### src/shared/acs_defines.svh
// Register offsets, field positions, reset values and timing counts
// of the converter sequencer. Assumes inclusion by bare name.
`ifndef ACS_DEFINES_SVH
`define ACS_DEFINES_SVH

// Word-aligned byte offsets on the register bus.
`define ACS_OFF_CTRL   8'h00
`define ACS_OFF_CLKSEL 8'h04
`define ACS_OFF_RESL   8'h08
`define ACS_OFF_RESH   8'h0c
`define ACS_OFF_STAT   8'h10
`define ACS_OFF_CLR    8'h14
`define ACS_OFF_EN     8'h18

// Field positions inside the control word.
`define ACS_CTRL_START 0
`define ACS_CTRL_EOC   1
`define ACS_CTRL_CHAN  2
`define ACS_CTRL_PSEL  5

// Field positions inside the enable word.
`define ACS_EN_ADC     0
`define ACS_EN_GLB     1

// Reset value of the conversion pending flag.
`define ACS_EOC_RST    1'b1

// Conversion length in converter clock periods.
`define ACS_LEN_8BIT   76'd64
`define ACS_LEN_9BIT   76'd76

// Last count of the divider for each clock-select code.
`define ACS_DIV2_LAST  5'd1
`define ACS_DIV8_LAST  5'd7
`define ACS_DIV32_LAST 5'd31

`endif

### src/shared/acs_pkg.sv
// Types shared by the converter sequencer and its clock divider.
// Assumes acs_defines.svh is on the include path.
`include "acs_defines.svh"

package acs_pkg;

    // Sequencer states.
    typedef enum logic [1:0] {
        ACS_IDLE = 2'b00,
        ACS_HELD = 2'b01,
        ACS_RUN  = 2'b10
    } acs_state_type;

    // Whole state of the sequencer.
    typedef struct packed {
        logic          ack;
        logic [31:0]   rdat;
        logic          start;
        logic          prev;
        logic [2:0]    chan;
        logic [2:0]    psel;
        logic [1:0]    csel;
        logic          eoc;
        acs_state_type st;
        logic [6:0]    cnt;
        logic [8:0]    res;
        logic          flag;
        logic          en_adc;
        logic          en_glb;
        logic          pwr;
        logic [3:0]    pins;
        logic          core_rst;
        logic          irq;
        logic [8:0]    sar1;
        logic [8:0]    sar2;
    } acs_seq_type;

    // Whole state of the divider.
    typedef struct packed {
        logic [4:0] cnt;
        logic       tick;
    } acs_div_type;

    // Last divider count for a clock-select code.
    function automatic logic [4:0] acs_div_last(input logic [1:0] sel);
        unique case (sel)
            2'b00:   acs_div_last = `ACS_DIV2_LAST;
            2'b01:   acs_div_last = `ACS_DIV8_LAST;
            default: acs_div_last = `ACS_DIV32_LAST;
        endcase
    endfunction : acs_div_last

endpackage : acs_pkg

### src/acs_clkdiv.sv
// Converter clock divider: one tick per converter clock period.
// Assumes the caller holds run_i low outside a conversion.
`timescale 1ns/1ns

module acs_clkdiv
    import acs_pkg::*;
(
    input  wire logic       clk_i,
    input  wire logic       rst_i,
    input  wire logic       ce_i,
    input  wire logic [1:0] csel_i,
    input  wire logic       run_i,
    output logic            tick_o
);

    acs_div_type q;   // Registered state.
    acs_div_type d;   // Next state.

    // Count system clocks; a tick closes each period.
    always_comb begin
        d      = q;
        d.tick = 1'b0;
        if (!run_i) begin
            // Restart so the first period is a whole one.
            d.cnt = 5'd0;
        end else if (q.cnt >= acs_div_last(csel_i)) begin
            // Divide by 2, 8 or 32; code 11 acts as 32.
            d.cnt  = 5'd0;
            d.tick = 1'b1;
        end else begin
            d.cnt = q.cnt + 5'd1;
        end
    end

    // Register the state; a low enable freezes it.
    always_ff @(posedge clk_i) begin
        if (rst_i) begin
            q <= '0;
        end else if (ce_i) begin
            q <= d;
        end
    end

    assign tick_o = q.tick;

    // Ticks never come back to back at the slowest rate.
    AST_DIV32_GAP: assert property (@(posedge clk_i) disable iff (rst_i)
        q.tick && csel_i == 2'b10 && $stable(csel_i) |=> !q.tick)
        else $error("Divider ticked twice in a row at divide by 32.");

endmodule : acs_clkdiv

### src/acs_top.sv
// Conversion sequencer for a successive-approximation converter,
// reached over a classic Wishbone slave with 32-bit data.
// Assumes the analog core and the CPU stack sit on clk_i.
//
// Behaviour
// - Falling step of start pulse launches conversion.
// - Pending flag drops low at completion.
// - Result registers readable once flag low.
// - Interrupt needs both enables, stack not full.
// - Length 64 or 76 converter periods.
// - Converter clock divides by 2, 8, 32.
// - Conversion runs without stalling the processor.
// - Pin select zero frees pins, powers down.
// - Start held high resets core, flag one.
// - Pin select four or more: all analog.
// - Completion sets converter interrupt request flag.
//
// Design decisions made here: the placing of the registers and register access over Wishbone.
`timescale 1ns/1ns

module acs_top
    import acs_pkg::*;
#(
    parameter int RES_BITS = 8   // Converter resolution, 8 or 9.
) (
    input  wire logic        clk_i,
    input  wire logic        rst_i,
    input  wire logic        ce_i,
    input  wire logic        cyc_i,
    input  wire logic        stb_i,
    input  wire logic        we_i,
    input  wire logic [7:0]  adr_i,
    input  wire logic [3:0]  sel_i,
    input  wire logic [31:0] dat_i,
    output logic      [31:0] dat_o,
    output logic             ack_o,
    input  wire logic        stack_full_i,
    input  wire logic [8:0]  sar_data_i,
    output logic             irq_o,
    output logic             core_power_o,
    output logic             core_reset_o,
    output logic      [3:0]  pin_analog_o,
    output logic      [2:0]  channel_o,
    output logic             conv_tick_o
);

    // Conversion length in converter clock periods.
    localparam logic [75:0] LEN_WIDE =
        (RES_BITS == 9) ? `ACS_LEN_9BIT : `ACS_LEN_8BIT;
    localparam logic [6:0] LEN_LAST = LEN_WIDE[6:0] - 7'd1;

    // Refuse resolutions the sequencer cannot serve.
    if (RES_BITS != 8 && RES_BITS != 9) begin : g_bad_res
        $error("RES_BITS must be 8 or 9.");
    end

    acs_seq_type q;      // Registered state.
    acs_seq_type d;      // Next state.
    logic        tick;   // One pulse per converter clock period.
    logic        req;    // A bus cycle awaits its answer.
    logic        wr;     // Bus write carrying the low byte lane.
    logic        rise;   // Start bit went from zero to one.
    logic        fall;   // Start bit went from one to zero.
    logic        clr;    // Software clear of the request flag.

    // Converter clock divider, running only during a conversion.
    acs_clkdiv acs_clkdiv_i (
        .clk_i  (clk_i),
        .rst_i  (rst_i),
        .ce_i   (ce_i),
        .csel_i (q.csel),
        .run_i  (q.st == ACS_RUN),
        .tick_o (tick)
    );

    // Bus decode, sequencer and output terms.
    always_comb begin
        d     = q;
        d.ack = 1'b0;

        // A classic cycle is answered one edge after it starts.
        req   = cyc_i && stb_i && !q.ack;
        wr    = req && we_i && sel_i[0];
        d.ack = req;

        // Read data; unmapped offsets read as zero.
        d.rdat = 32'h0000_0000;
        if (req && !we_i) begin
            unique case (adr_i)
                `ACS_OFF_CTRL: begin
                    d.rdat[`ACS_CTRL_START]      = q.start;
                    d.rdat[`ACS_CTRL_EOC]        = q.eoc;
                    d.rdat[`ACS_CTRL_CHAN +: 3] = q.chan;
                    d.rdat[`ACS_CTRL_PSEL +: 3] = q.psel;
                end
                `ACS_OFF_CLKSEL: begin
                    d.rdat[1:0] = q.csel;
                end
                `ACS_OFF_RESL: begin
                    d.rdat[7:0] = q.res[7:0];
                end
                `ACS_OFF_RESH: begin
                    d.rdat[0] = q.res[8];
                end
                `ACS_OFF_STAT: begin
                    d.rdat[0] = q.flag;
                end
                `ACS_OFF_EN: begin
                    d.rdat[`ACS_EN_ADC] = q.en_adc;
                    d.rdat[`ACS_EN_GLB] = q.en_glb;
                end
                default: begin
                    d.rdat = 32'h0000_0000;
                end
            endcase
        end

        // Register writes; the pending flag is read only.
        clr = 1'b0;
        if (wr) begin
            unique case (adr_i)
                `ACS_OFF_CTRL: begin
                    d.start = dat_i[`ACS_CTRL_START];
                    d.chan  = dat_i[`ACS_CTRL_CHAN +: 3];
                    d.psel  = dat_i[`ACS_CTRL_PSEL +: 3];
                end
                `ACS_OFF_CLKSEL: begin
                    d.csel = dat_i[1:0];
                end
                `ACS_OFF_STAT: begin
                    // Writing zero clears the request flag.
                    clr = !dat_i[0];
                end
                `ACS_OFF_CLR: begin
                    // Writing one clears the request flag.
                    clr = dat_i[0];
                end
                `ACS_OFF_EN: begin
                    d.en_adc = dat_i[`ACS_EN_ADC];
                    d.en_glb = dat_i[`ACS_EN_GLB];
                end
                default: begin
                    d.csel = q.csel;
                end
            endcase
        end
        if (clr) begin
            d.flag = 1'b0;
        end

        // Edges of the software start bit.
        d.prev = q.start;
        rise   = q.start && !q.prev;
        fall   = !q.start && q.prev;

        // Two-stage capture of the analog core's result.
        d.sar1 = sar_data_i;
        d.sar2 = q.sar1;

        // Conversion sequencer.
        if (rise) begin
            // A rising start resets the core from any state.
            d.st  = ACS_HELD;
            d.eoc = 1'b1;
            d.cnt = 7'd0;
        end else begin
            unique case (q.st)
                ACS_IDLE: begin
                    d.st = ACS_IDLE;
                end
                ACS_HELD: begin
                    // Stay in reset until start returns low.
                    if (fall && q.psel != 3'b000) begin
                        d.st  = ACS_RUN;
                        d.cnt = 7'd0;
                    end else if (fall) begin
                        d.st = ACS_IDLE;
                    end
                end
                ACS_RUN: begin
                    // Runs alone in the background; the bus stays free.
                    if (q.psel == 3'b000) begin
                        // Power cut abandons the conversion.
                        d.st = ACS_IDLE;
                    end else if (tick && q.cnt == LEN_LAST) begin
                        // Result and flag change on the same edge.
                        d.res = (RES_BITS == 9) ? q.sar2 : {1'b0, q.sar2[7:0]};
                        d.eoc = 1'b0;
                        // The set is applied after any clear.
                        d.flag = 1'b1;
                        d.st   = ACS_IDLE;
                    end else if (tick) begin
                        d.cnt = q.cnt + 7'd1;
                    end
                end
                default: begin
                    d.st = ACS_IDLE;
                end
            endcase
        end

        // Pins: zero frees all, one to three grows, four or more all.
        if (d.psel >= 3'd4) begin
            d.pins = 4'hf;
        end else begin
            d.pins = 4'(4'hf >> (3'd4 - d.psel));
        end
        d.pwr      = (d.psel != 3'b000);
        d.core_rst = (d.st == ACS_HELD) || !d.pwr;
        // Offer the interrupt only when it can be taken.
        d.irq = d.flag && d.en_adc && d.en_glb && !stack_full_i;
    end

    // Register the whole state; a low enable freezes it.
    always_ff @(posedge clk_i) begin
        if (rst_i) begin
            q     <= '0;
            q.eoc <= `ACS_EOC_RST;
            q.st  <= ACS_IDLE;
        end else if (ce_i) begin
            q <= d;
        end
    end

    // Every output comes from a state flip-flop.
    assign dat_o        = q.rdat;
    assign ack_o        = q.ack;
    assign irq_o        = q.irq;
    assign core_power_o = q.pwr;
    assign core_reset_o = q.core_rst;
    assign pin_analog_o = q.pins;
    assign channel_o    = q.chan;
    assign conv_tick_o  = tick;

    // A rising start sets the flag and holds the core.
    AST_RISE_HOLDS: assert property (@(posedge clk_i) disable iff (rst_i)
        ce_i && q.start && !q.prev |=> q.eoc && q.st == ACS_HELD)
        else $error("Rising start did not hold the converter.");

    // Falling start launches the conversion when powered.
    AST_FALL_LAUNCH: assert property (@(posedge clk_i) disable iff (rst_i)
        ce_i && q.st == ACS_HELD && !q.start && q.prev && q.psel != 3'b000
        |=> q.st == ACS_RUN)
        else $error("Falling start did not launch a conversion.");

    // While held, the core is in reset and the flag is one.
    AST_HELD_RESET: assert property (@(posedge clk_i) disable iff (rst_i)
        q.st == ACS_HELD |-> q.eoc && core_reset_o)
        else $error("Held state without core reset or flag.");

    // Flag drops only out of a run, together with the request.
    AST_EOC_DONE: assert property (@(posedge clk_i) disable iff (rst_i)
        $fell(q.eoc) |-> $past(q.st) == ACS_RUN && q.flag)
        else $error("Pending flag fell outside a completed run.");

    // Completion comes at the last converter period.
    AST_LENGTH: assert property (@(posedge clk_i) disable iff (rst_i)
        $fell(q.eoc) |-> $past(q.cnt) == LEN_LAST)
        else $error("Conversion ended at the wrong length.");

    // Results move only with the falling flag.
    AST_RES_ATOMIC: assert property (@(posedge clk_i) disable iff (rst_i)
        !$fell(q.eoc) |-> $stable(q.res))
        else $error("Result changed without completion.");

    // Pin select zero frees pins and cuts power.
    AST_POWER_OFF: assert property (@(posedge clk_i) disable iff (rst_i)
        q.psel == 3'b000 |-> !core_power_o && pin_analog_o == 4'h0)
        else $error("Converter powered with no pins selected.");

    // Four or more selects all pins.
    AST_ALL_PINS: assert property (@(posedge clk_i) disable iff (rst_i)
        q.psel >= 3'd4 |-> pin_analog_o == 4'hf)
        else $error("Not all pins analog for select four or more.");

    // Interrupt only with flag and both enables.
    AST_IRQ_GATED: assert property (@(posedge clk_i) disable iff (rst_i)
        irq_o |-> q.flag && q.en_adc && q.en_glb)
        else $error("Interrupt raised without flag or enables.");

    // Bus answer lasts one cycle.
    AST_ACK_PULSE: assert property (@(posedge clk_i) disable iff (rst_i)
        ack_o |=> !ack_o)
        else $error("Acknowledge held longer than one cycle.");

    // A conversion completes.
    COV_DONE: cover property (@(posedge clk_i) disable iff (rst_i)
        $fell(q.eoc));

    // An interrupt is offered.
    COV_IRQ: cover property (@(posedge clk_i) disable iff (rst_i)
        $rose(irq_o));

    // A run is restarted by a new rising start.
    COV_RESTART: cover property (@(posedge clk_i) disable iff (rst_i)
        q.st == ACS_RUN ##1 q.st == ACS_HELD);

endmodule : acs_top

### config.mk
export PLATFORM = sky130hd
export DESIGN_NAME = acs_top
export DESIGN_NICKNAME = d
export VERILOG_FILES = /design/src/shared/acs_pkg.sv /design/src/acs_clkdiv.sv /design/src/acs_top.sv
export VERILOG_INCLUDE_DIRS = /design/src /design/src/shared
export SDC_FILE = /design/constraint.sdc
export NUM_CORES = 1
export LEC_CHECK = 0
export BUFFER_PORTS_ARGS = -buffer_cell sky130_fd_sc_hd__buf_2
export CAP_MARGIN = 25
export CELL_PAD_IN_SITES_DETAIL_PLACEMENT = 1
export CELL_PAD_IN_SITES_GLOBAL_PLACEMENT = 1
export CORE_ASPECT_RATIO = 0.7
export CORE_MARGIN = 3
export CORE_UTILIZATION = 30
export CTS_CLUSTER_SIZE = 10
export DETAILED_ROUTE_END_ITERATION = 10
export GPL_TIMING_DRIVEN = 0
export PLACE_DENSITY = 0.67
export SKIP_LAST_GASP = 1
export SLEW_MARGIN = 20
export SYNTH_ARGS = -nofsm -noshare
export SYNTH_HDL_FRONTEND = slang
export SYNTH_SLANG_ARGS = --single-unit
### constraint.sdc
create_clock -name clk_i -period 4.89 [get_ports clk_i]
set_clock_uncertainty 0.1 [all_clocks]
set_input_delay 0.7335 -clock clk_i [delete_from_list [all_inputs] [get_ports clk_i]]
set_output_delay 0.7335 -clock clk_i [all_outputs]
set_load 0.005 [all_outputs]
==> metrics.txt <==
Setup WS pre-CTS=1.53 ns; WP data required=4.98 ns; ANT cells=0; Tmin final=2.98 ns; FP Rows=32; CTS sink count=69; predominant post-synthesis flop cell=dfxtp_1; syn avg cell area=8.88 sq um; Reg area=1380 sq um; final core occ=39.3%; Die Ht=97.5 microns; Synth area leaders=dfxtp_1 39%, mux2i_1 12%, buf_4 8.2%; setup TNS=0 ns; clk root buf=clkbuf_16; Max clock buf depth=2; EDFF count, synth=0; Clk pwr share=51.5%; core area=11300 sq um; Post-CTS Setup Bufs=0; xor and xnor area share after synthesis=0.488%; Final period util=60.9%; critical path class=input pin to register; Netlist cell types=54; Via density=4.80; vias in the first global route=3214; switching share of power=23.6%; PnR worst setup slack=1.91 ns; DRT Pass-1 Iters=4; Worst Hold Class=register to register; # IOs=104; switching pwr=329 uW; final setup fails=0; hpwl dp=7780 microns; Critical Path End Type=register; Fin. Hold Viols=0; DIE AREA=13300 sq um; largest family of logic cells by synthesized area=simple AND/OR/NAND/NOR gates; LEAKAGE=0.00196 uW; drt wl/cell=15.5 microns; initial core utilization=31.6%; #FFs+latches synth=69; Rel. slew slack=48.0%; Fin Hold WS=0.341 ns; Comb pwr share=7.2%; first-pass GRT wire length=16400 microns; Area growth, synth to finish=24.1%; mux cell area share after synthesis=12.9%; nets@finish=560; Seq pwr share=41.3%; DR iter-0 viols=86; top-area cell type share of the netlist area=38.5%; Critical Path AT=3.07 ns; clk_lat worst skew=0.34 ns; count leader, synth=nor2_1; synthesized netlist cell count=404; Inserted Clock Buffers=9; Netlist Area Pre-Place=3590 sq um; CTS tree=built; Hold Path Stages=1; fraction of layout cells with a size suffix above 1=24.3%; pwr dens=314 nW/um^2; number of port buffers=50; H-tree Lvls=3; post-cts resize count=0; status=completed; wirelength, routed=10000 microns; number of hold buffers added after CTS=0; Slew @ Worst Pin=0.780 ns; post-synthesis sequential area ratio=38.5%; FFs w/ async S/R, synth=0%; Die Width=137 microns; Worst R2R Start=ack_o; setup slack, reg-to-reg=2.44 ns; Worst Hold End=q[43]; synth cell count leaders=71 x nor2_1, 69 x dfxtp_1, 43 x mux2i_1, 39 x buf_4, 15 x a21oi_1; Fillers=1347; critical path fanouts, max=9; antenna viol nets, final=0; Vias=3101; RSZ-0062 raised after global routing=no; largest net degree at the start of global routing=15; initial antenna violation count=0; Total Power=1400 uW; total track usage=15.6%; worst hold path startpoint=q[43]; Compound-Gate Fraction of Synth Area=12.7%; startpoint types=input pin; path depth of the worst reg2reg path=7; maximum vdd drop=0.171 mV; Overflow after GRT=0; Internal Power=1070 uW; yosys warns=0; reg-to-reg endpoint=pin_analog_o[1]; Residual DRC=0; Synth Area in Simple Gates=19.3%; clk slew on worst S/H paths=0.06 ns; Post-Synth Adder-Cell Area=4.47%; post-synthesis cell type with the largest combined area=dfxtp_1; Final Wtd Congestion=0.825; Max Clock Freq=336 MHz; Max Cap Viol=0; fin. max-slew vios=0; multi-input gate area in the final layout=1880 sq um
==> layer usage <==
| metal | vias up | share of wire [%] | wire, microns | global-route usage [%] |
|---|---|---|---|---|
| met4 | 0 | 0.78 | 78 | 3.56 |
| met3 | 9 | 5.0 | 499 | 4.71 |
| met1 | 1502 | 51 | 5130 | 22.2 |
| met5 | - | 0 | 0 | 0 |
| li1 | 1533 | - | - | - |
| met2 | 57 | 43 | 4310 | 23.2 |
==> area by class of cell <==
cell class | count | area share (%)
multi-input combinational | 288 | 42.4
sequential | 69 | 31.0
buffer | 57 | 8.21
timing repair buffer | 50 | 5.62
clock buffer | 9 | 5.06
tap | 153 | 4.30
clock inverter | 7 | 2.31
inverter | 13 | 1.10
==> registers in the layout, summed over array words and instances, names as in the netlist <==
register,count
dat_o,8
channel_o,3
core_power_o,1
ack_o,1
acs_clkdiv_i.tick_o,1
q,35
acs_clkdiv_i.q,5
d,9
core_reset_o,1
irq_o,1
pin_analog_o,4
==> worst max-delay path by stage <==
| stage | endpoint | cells past startpoint | slack [ns] | start |
|---|---|---|---|---|
| after global placement | pin_analog_o[1] | 8 | 1.57 | adr_i[2] |
| after global routing | pin_analog_o[2] | 8 | 1.73 | adr_i[2] |
| final | pin_analog_o[1] | 8 | 1.91 | adr_i[2] |
| after detailed placement | pin_analog_o[1] | 8 | 1.53 | adr_i[2] |
| after CTS | pin_analog_o[1] | 8 | 1.89 | adr_i[2] |
| after floorplan | pin_analog_o[0] | 8 | 2.05 | adr_i[4] |
==> placed cells by master, fill, tap and decap left out, types with 6 or more instances in the layout <==
master     synthesis  routed
inv_1             12      12
dfxtp_1           69      69
nand2_1           14      14
clkbuf_16          0       9
buf_4             39      39
a211oi_1           6       6
or3_1              7       7
nor3_1             7       7
a22oi_1            8       8
clkbuf_1          10      10
buf_2              4      54
mux2i_1           43      43
nor2_1            71      71
o21ai_0           10      10
a21oi_1           15      15
ha_1              12      12
conb_1             1      24
nand3_1           10      10
==> power by group through the flow <==
stage | Clock (uW) | Combinational (uW) | Sequential, uW
final | 720 | 100 | 578
after global routing | 761 | 111 | 579
after CTS | 736 | 99.4 | 578
after detailed placement | 0 | 98.9 | 590
after global placement | 0 | 97.4 | 590
after floorplan | 0 | 62.7 | 588
==> worst max-delay path: stages <==
cell      delay (ns)
clkbuf_1        0.20
nor4_4          0.54
nor4b_4         0.54
mux2i_1         0.18
ha_1            0.25
ha_1            0.19
nor3_2          0.29
a211oi_1        0.13
==> through the flow <==
step	cells	instance area, sq um
2_1_floorplan	427	3670
3_3_place_gp	630	4110
3_5_place_dp	630	4110
4_1_cts	646	4440
5_1_grt	646	4450
6_report	646	4450
==> cell families (layout without fill, tap and decap cells) <==
| family | after synthesis | count (layout) |
|---|---|---|
| fa+ha+maj | 13 | 13 |
| xor+xnor | 2 | 2 |
| compound gates | 66 | 66 |
| mux | 46 | 46 |
| other cells | 1 | 24 |
| simple gates | 137 | 137 |
| flops | 69 | 69 |
| buf+inv | 70 | 136 |
(Power assumes the default switching activity.)
